<file path="config.mk">
export PLATFORM = sky130hd
export DESIGN_NAME = spm_master_unit
export DESIGN_NICKNAME = d
export VERILOG_FILES = /design/src/verilog/spm_pkg.sv /design/src/verilog/spm_master_unit.sv /design/src/verilog/spm_shift_engine.sv /design/src/verilog/spm_sync2.sv
export VERILOG_INCLUDE_DIRS = /design/src /design/src/verilog
export SDC_FILE = /design/constraint.sdc
export NUM_CORES = 1
export LEC_CHECK = 0
export ABC_AREA = 1
export BUFFER_PORTS_ARGS = -buffer_cell sky130_fd_sc_hd__buf_2
export CORE_UTILIZATION = 47
export CTS_CLUSTER_DIAMETER = 30
export DETAILED_ROUTE_END_ITERATION = 10
export GPL_ROUTABILITY_DRIVEN = 0
export GPL_TIMING_DRIVEN = 0
export REMOVE_ABC_BUFFERS = 1
export SLEW_MARGIN = 20
export SYNTH_ARGS = -nofsm -noshare
export SYNTH_HDL_FRONTEND = slang
export SYNTH_SLANG_ARGS = --single-unit
export TNS_END_PERCENT = 100
</file>
<file path="constraint.sdc">
create_clock -name clk_sys -period 2.67 [get_ports clk_sys]
set_clock_uncertainty 0.05 [all_clocks]
set_input_delay 0.801 -clock clk_sys [delete_from_list [all_inputs] [get_ports clk_sys]]
set_output_delay 0.801 -clock clk_sys [all_outputs]
set_load 0.01 [all_outputs]
</file>
<file path="src/verilog/spm_regs.svh">
`ifndef SPM_REGS_SVH
`define SPM_REGS_SVH

`define SPM_OFF_BEGIN 12'h010
`define SPM_OFF_HALT 12'h014
`define SPM_OFF_PAUSE 12'h01C
`define SPM_OFF_CONT 12'h020
`define SPM_OFF_F_HALTED 12'h104
`define SPM_OFF_F_RXDONE 12'h110
`define SPM_OFF_F_BOTH 12'h118
`define SPM_OFF_F_TXDONE 12'h120
`define SPM_OFF_F_BEGAN 12'h14C
`define SPM_OFF_EVENT_TASK_SHORTCUTS 12'h200
`define SPM_OFF_ON 12'h500
`define SPM_OFF_PIN_CLK 12'h508
`define SPM_OFF_PIN_OUT 12'h50C
`define SPM_OFF_PIN_IN 12'h510
`define SPM_OFF_RATE 12'h524
`define SPM_OFF_RX_PTR 12'h534
`define SPM_OFF_RX_LIM 12'h538
`define SPM_OFF_RX_CNT 12'h53C
`define SPM_OFF_RX_LIST 12'h540
`define SPM_OFF_TX_PTR 12'h544
`define SPM_OFF_TX_LIM 12'h548
`define SPM_OFF_TX_CNT 12'h54C
`define SPM_OFF_TX_LIST 12'h550
`define SPM_OFF_CFG 12'h554
`define SPM_OFF_FILL 12'h5C0

`define SPM_TRIG_BIT 0
`define SPM_FL_HALTED 0
`define SPM_FL_RXDONE 1
`define SPM_FL_BOTH 2
`define SPM_FL_TXDONE 3
`define SPM_FL_BEGAN 4
`define SPM_FL_NUM 5

`define SPM_CFG_LSB 0
`define SPM_CFG_CPHA 1
`define SPM_CFG_CPOL 2
`define SPM_ON_VALUE 4'h7
`define SPM_MIN_HALF 8'h04
`define SPM_LAST_EDGE 4'hF
`define SPM_ZERO32 32'h00000000

`endif

</file>
<file path="src/verilog/spm_pkg.sv">
package spm_pkg;

  typedef enum logic [2:0] {
    ST_IDLE,
    ST_CHECK,
    ST_FETCH,
    ST_SHIFT,
    ST_STORE,
    ST_PAUSED
  } spm_state_type;

  typedef struct packed {
    logic valid;
    logic write;
    logic [31:0] addr;
    logic [7:0] wdata;
  } spm_mem_req_type;

  typedef struct packed {
    logic ack;
    logic [7:0] rdata;
  } spm_mem_rsp_type;

  typedef struct packed {
    logic cpol;
    logic cpha;
    logic lsbFirst;
    logic [7:0] halfDiv;
  } spm_link_cfg_type;

endpackage : spm_pkg

</file>
<file path="src/verilog/spm_master_unit.sv">
`timescale 1ns/1ps
`include "spm_regs.svh"
module spm_master_unit
  import spm_pkg::*;
#(
  parameter int CNT_W = 8
) (
  input wire logic clk_sys,
  input wire logic arst_n,
  input wire logic psel,
  input wire logic penable,
  input wire logic pwrite,
  input wire logic [11:0] paddr,
  input wire logic [31:0] pwdata,
  output logic [31:0] prdata,
  output logic pready,
  output logic pslverr,
  output spm_mem_req_type memReq,
  input spm_mem_rsp_type memRsp,
  output logic sckOut,
  output logic mosiOut,
  input wire logic misoIn
);

  // ----------------------------------------
  // Parameter check
  // ----------------------------------------
  generate
    if (CNT_W < 1 || CNT_W > 16) begin : g_bad_width
      $error("CNT_W must lie between 1 and 16.");
    end
  endgenerate

  // ----------------------------------------
  // Bus decode
  // ----------------------------------------
  logic apbSetup;
  logic apbWrite;

  assign apbSetup = psel & ~penable;
  assign apbWrite = psel & penable & pwrite;
  assign pready = 1'b1;

  function automatic logic wrHit(input logic [11:0] off, input logic we, input logic [11:0] adr);
    return we && (adr == off);
  endfunction : wrHit

  function automatic logic [11:0] flagOff(input int i);
    logic [11:0] o;
    o = `SPM_OFF_F_HALTED;
    case (i)
      `SPM_FL_RXDONE: o = `SPM_OFF_F_RXDONE;
      `SPM_FL_BOTH: o = `SPM_OFF_F_BOTH;
      `SPM_FL_TXDONE: o = `SPM_OFF_F_TXDONE;
      `SPM_FL_BEGAN: o = `SPM_OFF_F_BEGAN;
      default: o = `SPM_OFF_F_HALTED;
    endcase
    return o;
  endfunction : flagOff

  logic taskBegin;
  logic taskHalt;
  logic taskPause;
  logic taskCont;

  assign taskBegin = wrHit(`SPM_OFF_BEGIN, apbWrite, paddr) & pwdata[`SPM_TRIG_BIT];
  assign taskHalt = wrHit(`SPM_OFF_HALT, apbWrite, paddr) & pwdata[`SPM_TRIG_BIT];
  assign taskPause = wrHit(`SPM_OFF_PAUSE, apbWrite, paddr) & pwdata[`SPM_TRIG_BIT];
  assign taskCont = wrHit(`SPM_OFF_CONT, apbWrite, paddr) & pwdata[`SPM_TRIG_BIT];

  // ----------------------------------------
  // Software settings
  // ----------------------------------------
  logic event_task_shortcuts_reg, event_task_shortcuts_next;
  logic [3:0] on_reg, on_next;
  logic [31:0] pinClk_reg, pinClk_next;
  logic [31:0] pinOut_reg, pinOut_next;
  logic [31:0] pinIn_reg, pinIn_next;
  logic [31:0] rate_reg, rate_next;
  logic [31:0] rxPtr_reg, rxPtr_next;
  logic [CNT_W-1:0] rxLim_reg, rxLim_next;
  logic [1:0] rxList_reg, rxList_next;
  logic [31:0] txPtr_reg, txPtr_next;
  logic [CNT_W-1:0] txLim_reg, txLim_next;
  logic [1:0] txList_reg, txList_next;
  logic [2:0] cfg_reg, cfg_next;
  logic [7:0] fill_reg, fill_next;

  always_comb begin
    event_task_shortcuts_next = event_task_shortcuts_reg;
    on_next = on_reg;
    pinClk_next = pinClk_reg;
    pinOut_next = pinOut_reg;
    pinIn_next = pinIn_reg;
    rate_next = rate_reg;
    rxPtr_next = rxPtr_reg;
    rxLim_next = rxLim_reg;
    rxList_next = rxList_reg;
    txPtr_next = txPtr_reg;
    txLim_next = txLim_reg;
    txList_next = txList_reg;
    cfg_next = cfg_reg;
    fill_next = fill_reg;
    if (apbWrite) begin
      unique case (paddr)
        `SPM_OFF_EVENT_TASK_SHORTCUTS: event_task_shortcuts_next = pwdata[0];
        `SPM_OFF_ON: on_next = pwdata[3:0];
        `SPM_OFF_PIN_CLK: pinClk_next = pwdata;
        `SPM_OFF_PIN_OUT: pinOut_next = pwdata;
        `SPM_OFF_PIN_IN: pinIn_next = pwdata;
        `SPM_OFF_RATE: rate_next = pwdata;
        `SPM_OFF_RX_PTR: rxPtr_next = pwdata;
        `SPM_OFF_RX_LIM: rxLim_next = pwdata[CNT_W-1:0];
        `SPM_OFF_RX_LIST: rxList_next = pwdata[1:0];
        `SPM_OFF_TX_PTR: txPtr_next = pwdata;
        `SPM_OFF_TX_LIM: txLim_next = pwdata[CNT_W-1:0];
        `SPM_OFF_TX_LIST: txList_next = pwdata[1:0];
        `SPM_OFF_CFG: cfg_next = pwdata[2:0];
        `SPM_OFF_FILL: fill_next = pwdata[7:0];
        default: event_task_shortcuts_next = event_task_shortcuts_reg;
      endcase
    end
  end

  always_ff @(posedge clk_sys or negedge arst_n) begin
    if (!arst_n) begin
      event_task_shortcuts_reg <= 1'b0;
      on_reg <= '0;
      pinClk_reg <= `SPM_ZERO32;
      pinOut_reg <= `SPM_ZERO32;
      pinIn_reg <= `SPM_ZERO32;
      rate_reg <= `SPM_ZERO32;
      rxPtr_reg <= `SPM_ZERO32;
      rxLim_reg <= '0;
      rxList_reg <= '0;
      txPtr_reg <= `SPM_ZERO32;
      txLim_reg <= '0;
      txList_reg <= '0;
      cfg_reg <= '0;
      fill_reg <= '0;
    end else begin
      event_task_shortcuts_reg <= event_task_shortcuts_next;
      on_reg <= on_next;
      pinClk_reg <= pinClk_next;
      pinOut_reg <= pinOut_next;
      pinIn_reg <= pinIn_next;
      rate_reg <= rate_next;
      rxPtr_reg <= rxPtr_next;
      rxLim_reg <= rxLim_next;
      rxList_reg <= rxList_next;
      txPtr_reg <= txPtr_next;
      txLim_reg <= txLim_next;
      txList_reg <= txList_next;
      cfg_reg <= cfg_next;
      fill_reg <= fill_next;
    end
  end

  // ----------------------------------------
  // Transfer sequencer
  // ----------------------------------------
  spm_state_type st_reg, st_next;
  logic [31:0] wRxPtr_reg, wRxPtr_next;
  logic [31:0] wTxPtr_reg, wTxPtr_next;
  logic [CNT_W-1:0] wRxLim_reg, wRxLim_next;
  logic [CNT_W-1:0] wTxLim_reg, wTxLim_next;
  logic [CNT_W-1:0] rxCnt_reg, rxCnt_next;
  logic [CNT_W-1:0] txCnt_reg, txCnt_next;
  logic rxHit_reg, rxHit_next;
  logic txHit_reg, txHit_next;
  logic halt_reg, halt_next;
  logic pause_reg, pause_next;
  logic short_reg, short_next;
  logic engGo_reg, engGo_next;
  logic [7:0] txByte_reg, txByte_next;
  spm_mem_req_type mem_reg, mem_next;
  logic [`SPM_FL_NUM-1:0] flagSet;
  logic startReq;
  logic rxEnd;
  logic txEnd;
  logic engDone;
  logic [7:0] engRx;

  assign startReq = (taskBegin | short_reg) & (on_reg == `SPM_ON_VALUE);
  assign rxEnd = rxCnt_reg >= wRxLim_reg;
  assign txEnd = txCnt_reg >= wTxLim_reg;

  always_comb begin
    st_next = st_reg;
    wRxPtr_next = wRxPtr_reg;
    wTxPtr_next = wTxPtr_reg;
    wRxLim_next = wRxLim_reg;
    wTxLim_next = wTxLim_reg;
    rxCnt_next = rxCnt_reg;
    txCnt_next = txCnt_reg;
    rxHit_next = rxHit_reg;
    txHit_next = txHit_reg;
    short_next = 1'b0;
    engGo_next = 1'b0;
    txByte_next = txByte_reg;
    mem_next = mem_reg;
    flagSet = '0;
    halt_next = halt_reg | (taskHalt & (st_reg != ST_IDLE));
    pause_next = pause_reg | (taskPause & (st_reg != ST_IDLE));
    unique case (st_reg)
      ST_IDLE: begin
        flagSet[`SPM_FL_HALTED] = taskHalt;
        if (startReq) begin
          wRxPtr_next = rxPtr_reg;
          wTxPtr_next = txPtr_reg;
          wRxLim_next = rxLim_reg;
          wTxLim_next = txLim_reg;
          rxCnt_next = '0;
          txCnt_next = '0;
          rxHit_next = 1'b0;
          txHit_next = 1'b0;
          halt_next = 1'b0;
          pause_next = 1'b0;
          flagSet[`SPM_FL_BEGAN] = 1'b1;
          st_next = ST_CHECK;
        end
      end
      ST_CHECK: begin
        if (rxEnd && !rxHit_reg) begin
          rxHit_next = 1'b1;
          flagSet[`SPM_FL_RXDONE] = 1'b1;
        end
        if (txEnd && !txHit_reg) begin
          txHit_next = 1'b1;
          flagSet[`SPM_FL_TXDONE] = 1'b1;
        end
        if (rxEnd && txEnd) begin
          flagSet[`SPM_FL_BOTH] = 1'b1;
          flagSet[`SPM_FL_HALTED] = halt_reg;
          short_next = event_task_shortcuts_reg;
          halt_next = 1'b0;
          st_next = ST_IDLE;
        end else if (halt_reg) begin
          flagSet[`SPM_FL_RXDONE] = ~rxHit_reg;
          flagSet[`SPM_FL_TXDONE] = ~txHit_reg;
          rxHit_next = 1'b1;
          txHit_next = 1'b1;
          flagSet[`SPM_FL_HALTED] = 1'b1;
          halt_next = 1'b0;
          pause_next = 1'b0;
          st_next = ST_IDLE;
        end else if (pause_reg) begin
          st_next = ST_PAUSED;
        end else if (!txEnd) begin
          mem_next.valid = 1'b1;
          mem_next.write = 1'b0;
          mem_next.addr = wTxPtr_reg + 32'(txCnt_reg);
          mem_next.wdata = '0;
          st_next = ST_FETCH;
        end else begin
          txByte_next = fill_reg;
          engGo_next = 1'b1;
          st_next = ST_SHIFT;
        end
      end
      ST_PAUSED: begin
        if (taskCont || halt_reg) begin
          pause_next = 1'b0;
          st_next = ST_CHECK;
        end
      end
      ST_FETCH: begin
        if (memRsp.ack) begin
          mem_next.valid = 1'b0;
          txByte_next = memRsp.rdata;
          txCnt_next = txCnt_reg + CNT_W'(1);
          engGo_next = 1'b1;
          st_next = ST_SHIFT;
        end
      end
      ST_SHIFT: begin
        if (engDone) begin
          if (!rxEnd) begin
            mem_next.valid = 1'b1;
            mem_next.write = 1'b1;
            mem_next.addr = wRxPtr_reg + 32'(rxCnt_reg);
            mem_next.wdata = engRx;
            st_next = ST_STORE;
          end else begin
            st_next = ST_CHECK;
          end
        end
      end
      ST_STORE: begin
        if (memRsp.ack) begin
          mem_next.valid = 1'b0;
          rxCnt_next = rxCnt_reg + CNT_W'(1);
          st_next = ST_CHECK;
        end
      end
      default: st_next = ST_IDLE;
    endcase
  end

  always_ff @(posedge clk_sys or negedge arst_n) begin
    if (!arst_n) begin
      st_reg <= ST_IDLE;
      wRxPtr_reg <= `SPM_ZERO32;
      wTxPtr_reg <= `SPM_ZERO32;
      wRxLim_reg <= '0;
      wTxLim_reg <= '0;
      rxCnt_reg <= '0;
      txCnt_reg <= '0;
      rxHit_reg <= 1'b0;
      txHit_reg <= 1'b0;
      halt_reg <= 1'b0;
      pause_reg <= 1'b0;
      short_reg <= 1'b0;
      engGo_reg <= 1'b0;
      txByte_reg <= '0;
      mem_reg <= '0;
    end else begin
      st_reg <= st_next;
      wRxPtr_reg <= wRxPtr_next;
      wTxPtr_reg <= wTxPtr_next;
      wRxLim_reg <= wRxLim_next;
      wTxLim_reg <= wTxLim_next;
      rxCnt_reg <= rxCnt_next;
      txCnt_reg <= txCnt_next;
      rxHit_reg <= rxHit_next;
      txHit_reg <= txHit_next;
      halt_reg <= halt_next;
      pause_reg <= pause_next;
      short_reg <= short_next;
      engGo_reg <= engGo_next;
      txByte_reg <= txByte_next;
      mem_reg <= mem_next;
    end
  end

  assign memReq = mem_reg;

  // ----------------------------------------
  // Event flags
  // ----------------------------------------
  logic [`SPM_FL_NUM-1:0] flag_reg, flag_next;

  always_comb begin
    for (int i = 0; i < `SPM_FL_NUM; i++) begin
      flag_next[i] = flag_reg[i];
      if (wrHit(flagOff(i), apbWrite, paddr)) begin
        flag_next[i] = pwdata[0];
      end
      if (flagSet[i]) begin
        flag_next[i] = 1'b1;
      end
    end
  end

  always_ff @(posedge clk_sys or negedge arst_n) begin
    if (!arst_n) begin
      flag_reg <= '0;
    end else begin
      flag_reg <= flag_next;
    end
  end

  // ----------------------------------------
  // Serial link
  // ----------------------------------------
  logic misoSync;
  spm_link_cfg_type linkCfg;

  assign linkCfg.cpol = cfg_reg[`SPM_CFG_CPOL];
  assign linkCfg.cpha = cfg_reg[`SPM_CFG_CPHA];
  assign linkCfg.lsbFirst = cfg_reg[`SPM_CFG_LSB];
  assign linkCfg.halfDiv = rate_reg[7:0];

  spm_sync2 #(
    .W(1)
  ) u_miso_sync (
    .clk_sys(clk_sys),
    .arst_n(arst_n),
    .din(misoIn),
    .dout(misoSync)
  );

  spm_shift_engine u_engine (
    .clk_sys(clk_sys),
    .arst_n(arst_n),
    .start(engGo_reg),
    .txByte(txByte_reg),
    .cfg(linkCfg),
    .misoSync(misoSync),
    .sck(sckOut),
    .mosi(mosiOut),
    .done(engDone),
    .rxByte(engRx)
  );

  // ----------------------------------------
  // Read back
  // ----------------------------------------
  logic [31:0] rd_reg, rd_next;
  logic err_reg, err_next;

  always_comb begin
    rd_next = `SPM_ZERO32;
    err_next = 1'b0;
    unique case (paddr)
      `SPM_OFF_BEGIN, `SPM_OFF_HALT, `SPM_OFF_PAUSE, `SPM_OFF_CONT: rd_next = `SPM_ZERO32;
      `SPM_OFF_F_HALTED: rd_next = 32'(flag_reg[`SPM_FL_HALTED]);
      `SPM_OFF_F_RXDONE: rd_next = 32'(flag_reg[`SPM_FL_RXDONE]);
      `SPM_OFF_F_BOTH: rd_next = 32'(flag_reg[`SPM_FL_BOTH]);
      `SPM_OFF_F_TXDONE: rd_next = 32'(flag_reg[`SPM_FL_TXDONE]);
      `SPM_OFF_F_BEGAN: rd_next = 32'(flag_reg[`SPM_FL_BEGAN]);
      `SPM_OFF_EVENT_TASK_SHORTCUTS: rd_next = 32'(event_task_shortcuts_reg);
      `SPM_OFF_ON: rd_next = 32'(on_reg);
      `SPM_OFF_PIN_CLK: rd_next = pinClk_reg;
      `SPM_OFF_PIN_OUT: rd_next = pinOut_reg;
      `SPM_OFF_PIN_IN: rd_next = pinIn_reg;
      `SPM_OFF_RATE: rd_next = rate_reg;
      `SPM_OFF_RX_PTR: rd_next = rxPtr_reg;
      `SPM_OFF_RX_LIM: rd_next = 32'(rxLim_reg);
      `SPM_OFF_RX_CNT: rd_next = 32'(rxCnt_reg);
      `SPM_OFF_RX_LIST: rd_next = 32'(rxList_reg);
      `SPM_OFF_TX_PTR: rd_next = txPtr_reg;
      `SPM_OFF_TX_LIM: rd_next = 32'(txLim_reg);
      `SPM_OFF_TX_CNT: rd_next = 32'(txCnt_reg);
      `SPM_OFF_TX_LIST: rd_next = 32'(txList_reg);
      `SPM_OFF_CFG: rd_next = 32'(cfg_reg);
      `SPM_OFF_FILL: rd_next = 32'(fill_reg);
      default: err_next = 1'b1;
    endcase
    if (!apbSetup) begin
      rd_next = rd_reg;
      err_next = err_reg;
    end
  end

  always_ff @(posedge clk_sys or negedge arst_n) begin
    if (!arst_n) begin
      rd_reg <= `SPM_ZERO32;
      err_reg <= 1'b0;
    end else begin
      rd_reg <= rd_next;
      err_reg <= err_next;
    end
  end

  assign prdata = rd_reg;
  assign pslverr = err_reg;

endmodule : spm_master_unit

</file>
<file path="src/verilog/spm_shift_engine.sv">
`timescale 1ns/1ps
`include "spm_regs.svh"
module spm_shift_engine
  import spm_pkg::*;
(
  input wire logic clk_sys,
  input wire logic arst_n,
  input wire logic start,
  input wire logic [7:0] txByte,
  input spm_link_cfg_type cfg,
  input wire logic misoSync,
  output logic sck,
  output logic mosi,
  output logic done,
  output logic [7:0] rxByte
);

  function automatic logic pickBit(input logic [7:0] b, input logic lsb, input logic [2:0] i);
    return lsb ? b[i] : b[3'd7 - i];
  endfunction : pickBit

  logic busy_reg, busy_next;
  logic sck_reg, sck_next;
  logic mosi_reg, mosi_next;
  logic done_reg, done_next;
  logic [7:0] half_reg, half_next;
  logic [3:0] edge_reg, edge_next;
  logic [3:0] outIdx_reg, outIdx_next;
  logic [7:0] tx_reg, tx_next;
  logic [7:0] rx_reg, rx_next;
  spm_link_cfg_type cfg_reg, cfg_next;

  always_comb begin
    busy_next = busy_reg;
    sck_next = sck_reg;
    mosi_next = mosi_reg;
    done_next = 1'b0;
    half_next = half_reg;
    edge_next = edge_reg;
    outIdx_next = outIdx_reg;
    tx_next = tx_reg;
    rx_next = rx_reg;
    cfg_next = cfg_reg;
    if (!busy_reg) begin
      sck_next = cfg.cpol;
      if (start) begin
        busy_next = 1'b1;
        cfg_next = cfg;
        if (cfg.halfDiv < `SPM_MIN_HALF) begin
          cfg_next.halfDiv = `SPM_MIN_HALF;
        end
        tx_next = txByte;
        half_next = '0;
        edge_next = '0;
        outIdx_next = cfg.cpha ? 4'h0 : 4'h1;
        mosi_next = pickBit(txByte, cfg.lsbFirst, 3'h0);
      end
    end else if (half_reg == cfg_reg.halfDiv - 8'h01) begin
      half_next = '0;
      sck_next = ~sck_reg;
      edge_next = edge_reg + 4'h1;
      if (edge_reg[0] == cfg_reg.cpha) begin
        rx_next = cfg_reg.lsbFirst ? {misoSync, rx_reg[7:1]} : {rx_reg[6:0], misoSync};
      end else begin
        mosi_next = pickBit(tx_reg, cfg_reg.lsbFirst, outIdx_reg[2:0]);
        outIdx_next = outIdx_reg + 4'h1;
      end
      if (edge_reg == `SPM_LAST_EDGE) begin
        busy_next = 1'b0;
        done_next = 1'b1;
      end
    end else begin
      half_next = half_reg + 8'h01;
    end
  end

  always_ff @(posedge clk_sys or negedge arst_n) begin
    if (!arst_n) begin
      busy_reg <= 1'b0;
      sck_reg <= 1'b0;
      mosi_reg <= 1'b0;
      done_reg <= 1'b0;
      half_reg <= '0;
      edge_reg <= '0;
      outIdx_reg <= '0;
      tx_reg <= '0;
      rx_reg <= '0;
      cfg_reg <= '0;
    end else begin
      busy_reg <= busy_next;
      sck_reg <= sck_next;
      mosi_reg <= mosi_next;
      done_reg <= done_next;
      half_reg <= half_next;
      edge_reg <= edge_next;
      outIdx_reg <= outIdx_next;
      tx_reg <= tx_next;
      rx_reg <= rx_next;
      cfg_reg <= cfg_next;
    end
  end

  assign sck = sck_reg;
  assign mosi = mosi_reg;
  assign done = done_reg;
  assign rxByte = rx_reg;

endmodule : spm_shift_engine

</file>
<file path="src/verilog/spm_sync2.sv">
`timescale 1ns/1ps
module spm_sync2 #(
  parameter int W = 1
) (
  input wire logic clk_sys,
  input wire logic arst_n,
  input wire logic [W-1:0] din,
  output logic [W-1:0] dout
);

  logic [W-1:0] stage1_reg;
  logic [W-1:0] stage2_reg;

  always_ff @(posedge clk_sys or negedge arst_n) begin
    if (!arst_n) begin
      stage1_reg <= '0;
      stage2_reg <= '0;
    end else begin
      stage1_reg <= din;
      stage2_reg <= stage1_reg;
    end
  end

  assign dout = stage2_reg;

endmodule : spm_sync2
</file>
==> results of run 1 <==
Yosys cell counts (3+ instances only):
master	instances
a21oi_1	43
a31oi_1	3
and2_1	3
and3_1	3
buf_2	37
buf_4	9
clkbuf_1	68
clkinv_1	4
dfrtp_1	468
ha_1	38
inv_1	287
inv_2	8
nand2_1	1239
nand2_2	5
nand3_1	237
nand3b_1	14
nand4_1	47
nor2_1	167
nor2_2	5
nor3_1	41
nor3_2	3
o211ai_1	5
o21ai_0	391
o21ai_1	18
o21bai_1	4
o22ai_1	11
or2_2	7
xnor2_1	11
xor2_1	23
power by group:
part	internal [W]	switching (W)	total [W]
clock	0.0100	0.00414	0.0141
sequential	0.00757	0.000453	0.00803
combinational	0.00141	0.00289	0.00430
total	0.0190	0.00748	0.0265
cell families (layout without fill, tap and decap cells):
kind of cell,count (synthesis),in the layout,synth area share [%]
buf+inv,415,667,6.811
other cells,1,1,0.01559
fa+ha+maj,40,40,2.144
xor+xnor,34,34,1.238
compound gates,486,487,10.43
flops,468,468,48.70
mux,1,1,0.04163
simple gates,1782,1784,30.62
routing by layer:
metal	GRT usage (%)	vias to the layer above	part of all wire, %
li1	-	10742	-
met1	42.79	10936	46
met2	45.90	859	44
met3	5.575	148	7.5
met4	11.68	0	3.1
met5	0	-	0
stage by stage:
step	hold slack [ns]	utilization, %	power (W)
3_3_place_gp	0.2933	49.82	0.01172
3_5_place_dp	0.2934	50.84	0.01192
5_1_grt	0.07755	59.48	0.02758
6_report	0.04043	59.48	0.02647
4_1_cts	0.03472	59.15	0.02637
2_1_floorplan	0.2812	-	0.01041
what timing repair did:
action                                 4_1_cts  5_1_grt
hold buffers                                 0        0
setup endpoints to repair                  370      236
cloned                                       3        0
endpoints found under the hold margin        0        0
resized for setup                           33       29
buffers inserted                             6        5
pin swaps                                    2        2
worst max-delay path, cell delays in order:
cell     delay (ns)
buf_2          0.12
inv_1          0.09
nand2_1        0.09
nor3_4         0.42
buf_8          0.23
nand2_1        0.14
inv_4          0.45
nand2_4        0.15
buf_16         0.25
nand2_1        0.11
o21ai_0        0.10
final cells by class:
cell class	instances	area, sq um
fill	4566	20370
sequential	468	11710
multi-input combinational	2347	11010
clock buffer	143	3028
timing repair buffer	167	1241
inverter	299	1165
clock inverter	58	905.9
tap	672	840.8
final timing paths:
kind	start	to	slack [ns]	cells past startpoint
max	paddr[9]	pinClk_reg[1]	0.08	11
min	arst_n	u_engine.tx_reg[7]	0.04	1
max reg2reg	rxCnt_reg[1]	memReq[16]	0.14	10
min reg2reg	u_miso_sync.stage1_reg	u_miso_sync.dout	0.32	0
max in group asynchronous	arst_n	wRxPtr_reg[8]	0.80	4
min in group clk_sys	misoIn	u_miso_sync.stage1_reg	0.24	1
==> impl_results.md, run 1 <==
* Status: finished clean
* Setup tns final at 0 ns
* Final setup fails at 0
* DRC violations left at 0
* Ys async rst share at 100.0%
* Placed Area at 25560 sq um
* Via/cell ratio at 5.461
* DR pass1 iterations at 6
* WP data required at 3.08 ns
* Area of the die at 52070 sq um
* Post-DP HPWL at 52560 um
* Pwr dens at 885.2 nW/um^2
* # diodes at 0
* Die span in y at 228.2 um
* Post-Syn Instances at 3227
* Post-synth top area share at 48.70%
* Post-route insts no fill at 4154
* Total I/O pin count at 137
* Root buf cell: clkbuf_16
* Max Cap Viol at 0
* Maximum number of pins on one net before global-route repair at 100
* Core area at 50270 sq um
* ANT nets after route at 0
* Leak at 15.03 nW
* Fin worst setup slack at 0.08216 ns
* Grt ovf at 0
* Row count at 82
* Longest Clk Path Bufs at 3
* Initial antenna violation count at 0
* Vias at 22685
* Vias in the first global route at 21983
* Slew Limit Headroom at 38.59%
* Chip width at 228.2 um
* Commonest non-fill, non-tap cell in the layout: nand2_1
* #FFs+latches synth at 468
* Nets at 3491
* Mapped cell area at 24050 sq um
* Setup CP Type: input port to register
* Crit path capture type: register
* # placed instances at 3939
* HP Class: input port to asynchronous set/reset pin
* Max FFs per register at 42
* Commonest non-fill, non-tap cells in the layout: nand2_1, dfrtp_1, o21ai_0
* Slew Limit Fails at 0
* Distinct cells, synth at 50
* GR Util All Layers at 30.20%
* Sink Count at 468
* Period utilisation layout at 96.92%
* # port buffers at 135
* Largest area contributor in the netlist: dfrtp_1
* Maximum vdd drop at 0.5081 mV
* Worst slew pin tran at 0.9182 ns
* Routed length per placed instance at 18.72 um
* Post-synth EDFFs at 0
* CTS HTree Levels at 3
* P&R area growth vs syn at 24.35%
* Clk_lat worst skew at 0.65 ns
* Crit path time final at 2.588 ns
* Final hold vios at 0
* Starting DRT DRC Count at 2232
* CTS tree: done
* First-pass GRT wire length at 123300 um
* Post-synthesis sequential area ratio at 48.70%
* Sum of routed wire length over all layers at 77750 um
* Dominant synthesized flop cell: dfrtp_1
* Max Clk Rate at 386.4 MHz
* Synth area leaders: dfrtp_1, nand2_1, o21ai_0
* Post-route cell area at 29900 sq um
* Ratio of cells with drive above 1 in the final layout at 12.18%
* Initial Util at 47.83%
* CTS Buf Count at 109
* Pre-CTS setup slack at -1.756 ns
* Ys Warns at 0
* WP data arrival at 3.00 ns
* Clock slew at reported path FFs at 0.04 ns
* Syn avg cell area at 7.452 sq um
* Critical Path Start Type: input port
* Worst-path fanout max at 61
(Power assumes the default switching activity.)
==> run 2, diff against run 1 <==
CORE_MARGIN = 4   (was not set)
==> impl_results.md, run 2 (same netlist as run 1, synthesis figures left out) <==
* Status: finished clean
* Nets at 3486 (-0.14%)
* GR Util All Layers at 28.16% (-2.0 points)
* Hold-fix buffers, CTS at 0 (unchanged)
* Buffers plus inverters on the worst setup path at 4 (-1)
* Post-DP HPWL at 52730 um (+0.34%)
* Critical Path Slowest Stage Cell: o21bai_4
* Longest Clk Path Bufs at 3 (unchanged)
* HP Class: input port to asynchronous set/reset pin
* Crit path capture type: register
* Via/cell ratio at 5.434 (-0.49%)
* WP data arrival at 3.12 ns (+0.12 ns)
* Slew Limit Fails at 0 (unchanged)
* Initial antenna violation count at 2 (+2)
* Clock slew at reported path FFs at 0.04 ns (about the same)
* Post-route cell area at 30000 sq um (+0.34%)
* # diodes at 0 (unchanged)
* Clk_lat worst skew at 0.66 ns (about the same)
* Area of the die at 54850 sq um (+5.3%)
* Layout fillers at 4561 (-0.11%)
* Die span in y at 234.2 um (+2.6%)
* Ratio of cells with drive above 1 in the final layout at 12.52% (+0.34 points)
* DRC violations left at 0 (unchanged)
* Slew Limit Headroom at 34.05% (-4.5 points)
* CTS tree: done
* # placed instances at 3936 (-0.076%)
* Initial Util at 47.73% (-0.097 points)
* Setup CP Type: input port to register
* DR pass1 iterations at 8 (+2)
* Setup tns final at 0 ns (unchanged)
* Root buf cell: clkbuf_16
* Fin worst setup slack at 0.05226 ns (-0.02989 ns)
* Sum of routed wire length over all layers at 76950 um (-1.0%)
* WP data required at 3.17 ns (+0.09 ns)
* Critical Path Start Type: input port
* Crit-path max cell delay at 0.27 ns (-0.18 ns)
* Total I/O pin count at 137 (unchanged)
* Pre-CTS setup slack at -1.710 ns (+0.04595 ns)
* Crit path max-delay family: simple AND/OR/NAND/NOR gates
* Starting DRT DRC Count at 2444 (+9.5%)
* Grt ovf at 0 (unchanged)
* Sink Count at 468 (unchanged)
* Max Cap Viol at 0 (unchanged)
* P&R area growth vs syn at 24.77%
* First-pass GRT wire length at 120100 um (-2.6%)
* Commonest non-fill, non-tap cells in the layout: nand2_1, dfrtp_1, o21ai_0
* Worst slew pin tran at 0.9860 ns (+0.06779 ns)
* Max FFs per register at 42 (unchanged)
* Vias in the first global route at 21466 (-2.4%)
* Final hold vios at 0 (unchanged)
* Period utilisation layout at 98.04% (+1.1 points)
* Pwr dens at 893.8 nW/um^2 (+0.96%)
* Final setup fails at 0 (unchanged)
* Routed length per placed instance at 18.52 um (-1.1%)
* Max Clk Rate at 382.0 MHz (-1.1%)
* Worst-path fanout max at 61 (unchanged)
* Maximum vdd drop at 0.5689 mV (+12%)
* Core area at 50380 sq um (+0.20%)
* Overall power at 0.02681 W (+1.3%)
* CTS HTree Levels at 3 (unchanged)
* Chip width at 234.2 um (+2.6%)
* Crit-path cells: buf_2 -> nor2_1 -> nand3_1 -> nor2_2 -> nand2_1 -> o21bai_4 -> nand3_4 -> buf_16 -> inv_6 -> buf_16 -> nand2_1 -> o21ai_0
* Post-route insts no fill at 4155 (+0.024%)
* Row count at 82 (unchanged)
* Placed Area at 25520 sq um (-0.17%)
* Leak at 15.09 nW (+0.42%)
* Vias at 22579 (-0.47%)
* Commonest non-fill, non-tap cell in the layout: nand2_1
* Maximum number of pins on one net before global-route repair at 100 (unchanged)
* CTS Buf Count at 110 (+0.92%)
* Crit path time final at 2.618 ns (+0.02989 ns)
* ANT nets after route at 0 (unchanged)
* # port buffers at 135 (unchanged)
* RSZ-0062 raised after global routing: false
## run 2: per-layer routing
metal | vias up | GRT usage, % | share of wire [%]
li1 | 10747 | - | -
met3 | 162 | 7.046 | 9.3
met5 | - | 0 | 0
met2 | 926 | 41.89 | 43
met1 | 10744 | 39.90 | 44
met4 | 0 | 10.66 | 3.3
## run 2: power by group
| part | internal, W | leakage, nW | switching, W |
|---|---|---|---|
| Sequential | 0.00757 | 6.24 | 0.000434 |
| Combinational | 0.00132 | 6.85 | 0.00281 |
| Clock | 0.0103 | 2.00 | 0.00441 |
| Total | 0.0192 | 15.1 | 0.00765 |
## run 2: layout make-up
type	instances	area [sq um]	area share (%)
flip-flops and latches	468	11710	39.04
multi-input cells	2346	10970	36.58
clock buffers	137	3075	10.25
repair buffers	162	1180	3.933
inverters	299	1149	3.828
clock inverters	71	1071	3.570
well taps	672	840.8	2.802
## run 2: timing repair
item / 4_1_cts / 5_1_grt
endpoints found under the setup margin: 345 / 225
gates resized for setup: 29 / 24
setup buffers: 4 / 4
gates cloned: 3 / 0
endpoints found under the hold margin: 0 / 0
pin swaps: 0 / 1
## run 2: per-stage QoR
stage / utilization [%] / hold slack [ns]
after global routing: 59.56 / 0.03899
after floorplan: - / 0.2812
final: 59.56 / 0.01897
after global placement: 49.72 / 0.2837
after detailed placement: 50.65 / 0.2858
after CTS: 59.31 / 0.01318
## run 2: final timing paths
path                                   startpoint                     end  slack, ns  cells past startpoint
hold / removal                             arst_n               memReq[4]       0.02                      1
min in group clk_sys                       misoIn  u_miso_sync.stage1_reg       0.22                      1
hold reg to reg            u_miso_sync.stage1_reg        u_miso_sync.dout       0.29                      0
setup reg to reg                     txCnt_reg[0]              memReq[18]       0.15                     15
max in group asynchronous                  arst_n              prdata[16]       0.94                      4
setup / recovery                        paddr[11]          wTxPtr_reg[19]       0.05                     12
==> run 3, diff against run 2 <==
RECOVER_POWER = 25   (was not set)
SYNTH_HIERARCHICAL = 1   (was not set)
==> impl_results.md, run 3 <==
* Clk pwr share at 65.4% (+11 points)
* Longest Clk Path Bufs at 3 (unchanged)
* Worst slew pin tran at 1.653 ns (+0.6675 ns)
* Crit path time final at 2.549 ns (-0.06862 ns)
* Synth cell count leaders: nand2_1, dfrtp_1, nand3_1, inv_1, o21ai_0
* Post-synthesis sequential area ratio at 48.72% (about the same)
* Failing checks: capacitance limit, slew limit
* Row count at 82 (unchanged)
* Crit-path max cell delay at 0.74 ns (+0.47 ns)
* Largest area contributor in the netlist: dfrtp_1
* Comb pwr share at 1.8% (-14 points)
* Sw frac at 21.21% (-7.3 points)
* Max FFs per register at 42 (unchanged)
* Post-synth EDFFs at 0 (unchanged)
* Commonest non-fill, non-tap cell in the layout: nand2_1
* Status: complete, but fails checks
* HP Class: input port to asynchronous set/reset pin
* Maximum vdd drop at 0.5692 mV (about the same)
* Crit-path cells: nand2_1 -> nor3b_2 -> nand3_4 -> clkinv_8 -> buf_16 -> nand2_1 -> o21ai_1
* Slew Limit Headroom at -10.23% (-44 points)
* Overall power at 0.02176 W (-19%)
* RSZ-0062 raised after global routing: false
* #FFs+latches synth at 468 (unchanged)
* Pwr dens at 727.8 nW/um^2 (-19%)
* Setup tns final at 0 ns (unchanged)
* Chip width at 234.1 um (about the same)
* Setup CP Type: register to register
* Sum of routed wire length over all layers at 76730 um (-0.30%)
* Distinct cells, synth at 53 (+6.0%)
* Critical Path Start Type: register
* Max Cap Viol at 1 (+1)
* Period utilisation layout at 95.47% (-2.6 points)
* Post-Syn Instances at 3183 (-1.4%)
* Worst-path fanout max at 44 (-28%)
* CTS HTree Levels at 3 (unchanged)
* ANT nets after route at 0 (unchanged)
* WP data required at 3.18 ns (about the same)
* Final setup fails at 0 (unchanged)
* Critical Path Slowest Stage Cell: nor3b_2
* # port buffers at 135 (unchanged)
* CP dominant cell by count: nand2_1
* Nets at 3451 (-1.0%)
* Total I/O pin count at 137 (unchanged)
* Max Clk Rate at 392.3 MHz (+2.7%)
* P&R area growth vs syn at 24.40%
* Initial Util at 47.71% (about the same)
* Via/cell ratio at 5.483 (+0.90%)
* Crit path max-delay family: simple AND/OR/NAND/NOR gates
* Commonest non-fill, non-tap cells in the layout: nand2_1, dfrtp_1, nand3_1
* # diodes at 0 (unchanged)
* Synth area leaders: dfrtp_1, nand2_1, nand3_1
* Ys Warns at 6 (+6)
* Clock slew at reported path FFs at 0.05 ns (about the same)
* Mapped cell area at 24040 sq um (about the same)
* Starting DRT DRC Count at 2283 (-6.6%)
* GR Util All Layers at 27.47% (-0.69 points)
* WP data arrival at 3.06 ns (-0.06 ns)
* Vias in the first global route at 21468 (+0.0093%)
* Post-DP HPWL at 52290 um (-0.84%)
* DRC violations left at 0 (unchanged)
* Maximum number of pins on one net before global-route repair at 92 (-8.0%)
* Syn avg cell area at 7.551 sq um (+1.3%)
* Clk_lat worst skew at 0.66 ns (about the same)
* Routed length per placed instance at 18.68 um (+0.84%)
* Sink Count at 468 (unchanged)
* Area of the die at 54820 sq um (about the same)
* Cell-internal power at 0.01715 W (-11%)
* Post-synth top area share at 48.72% (about the same)
* Ys async rst share at 100.0% (unchanged)
* Leak at 15.26 nW (+1.1%)
* Core area at 50380 sq um (unchanged)
* Buffers plus inverters on the worst setup path at 2 (-2)
* First-pass GRT wire length at 118500 um (-1.3%)
* CTS tree: done
* Vias at 22524 (-0.24%)
* Final hold vios at 0 (unchanged)
* Count leader, synth: nand2_1
* Ratio of cells with drive above 1 in the final layout at 12.83% (+0.32 points)
* Root buf cell: clkbuf_16
* Seq pwr share at 32.8% (+2.9 points)
* CTS Buf Count at 105 (-4.5%)
* Dominant synthesized flop cell: dfrtp_1
* Fin worst setup slack at 0.1209 ns (+0.06862 ns)
* Switching pwr at 0.004615 W (-40%)
* Grt ovf at 0 (unchanged)
* Crit path capture type: register
* Slew Limit Fails at 69 (+69)
* Hold_ws at 0.03136 ns (+0.01239 ns)
* Initial antenna violation count at 1 (-1)
* DR pass1 iterations at 8 (unchanged)
* Pre-CTS setup slack at -1.694 ns (+0.01650 ns)
* Die span in y at 234.1 um (about the same)
## run 3: cell count changes after synthesis, sizes merged, moves of 6 or more
cell and delta:
inv -43, clkbuf +11, nand2 -6, o21ai -46, nor2 -25, nand3 +50
nand4 +13, a21oi +7
## run 3: what timing repair did
action                                  4_1_cts  5_1_grt
pin swaps                                     3        2
setup buffers                                 8        3
hold buffers                                  0        0
gates resized for setup                      15       16
endpoints found under the setup margin      166       91
cloned                                        3        3
## run 3: metrics by stage
step / area, sq um / util, % / std cells
4_1_cts: 29820 / 59.20 / 4102
5_1_grt: 29900 / 59.36 / 4108
6_report: 29900 / 59.36 / 4108
3_3_place_gp: 24980 / 49.60 / 3867
2_1_floorplan: 23470 / - / 3060
3_5_place_dp: 25700 / 51.02 / 3900
## run 3: final timing paths
check	from	endpoint	slack, ns	cells past startpoint
setup reg to reg	on_reg[1]	wTxPtr_reg[19]	0.12	7
max in group asynchronous	arst_n	wTxPtr_reg[31]	0.56	2
hold reg to reg	u_miso_sync/stage1_reg	u_miso_sync/dout	0.30	0
hold / removal	arst_n	u_engine/mosi	0.03	1
setup / recovery	on_reg[1]	wTxPtr_reg[19]	0.12	7
min in group clk_sys	misoIn	u_miso_sync/stage1_reg	0.22	1
## run 3: layout make-up
class | count | area [sq um]
sequential | 468 | 11720
tap | 672 | 840.8
multi-input combinational | 2341 | 11020
clock inverter | 63 | 1110
clock buffer | 128 | 2864
timing repair buffer | 180 | 1354
fill | 4547 | 20470
inverter | 256 | 999.7
## run 3: cell families after synthesis
family	after synthesis	share of synthesized area, %
AOI/OAI and AO/OA	447	9.620
xor gates and xnor gates	32	1.166
adders and majority gates	40	2.145
buffers and inverters	379	6.361
DFF	468	48.72
other	1	0.01560
and+or+nand+nor	1816	31.97
## run 3: routing by layer
metal	GRT usage (%)	routed length (um)	vias to the layer above	share of wire (%)
met5	0	0	-	0
met4	9.116	2030	0	2.6
met3	5.904	6455	156	8.4
met2	42.28	34450	911	45
met1	38.90	33790	10714	44
li1	-	-	10743	-
## run 3: power groups by stage
stage	clock network, W	logic, W	registers (W)
floorplan	0	0.0000960	0.00724
global placement	0	0.000353	0.00724
detailed placement	0	0.000406	0.00724
CTS	0.0144	0.000408	0.00713
global route	0.0148	0.000449	0.00712
finish	0.0142	0.000396	0.00713
## run 3: worst register-to-register path, stage by stage, from the launching register on
cell and delay [ns]:
dfrtp_1 0.37, nand2_1 0.08, nor3b_2 0.74, nand3_4 0.37, clkinv_8 0.28, buf_16 0.26, nand2_1 0.19, o21ai_1 0.12
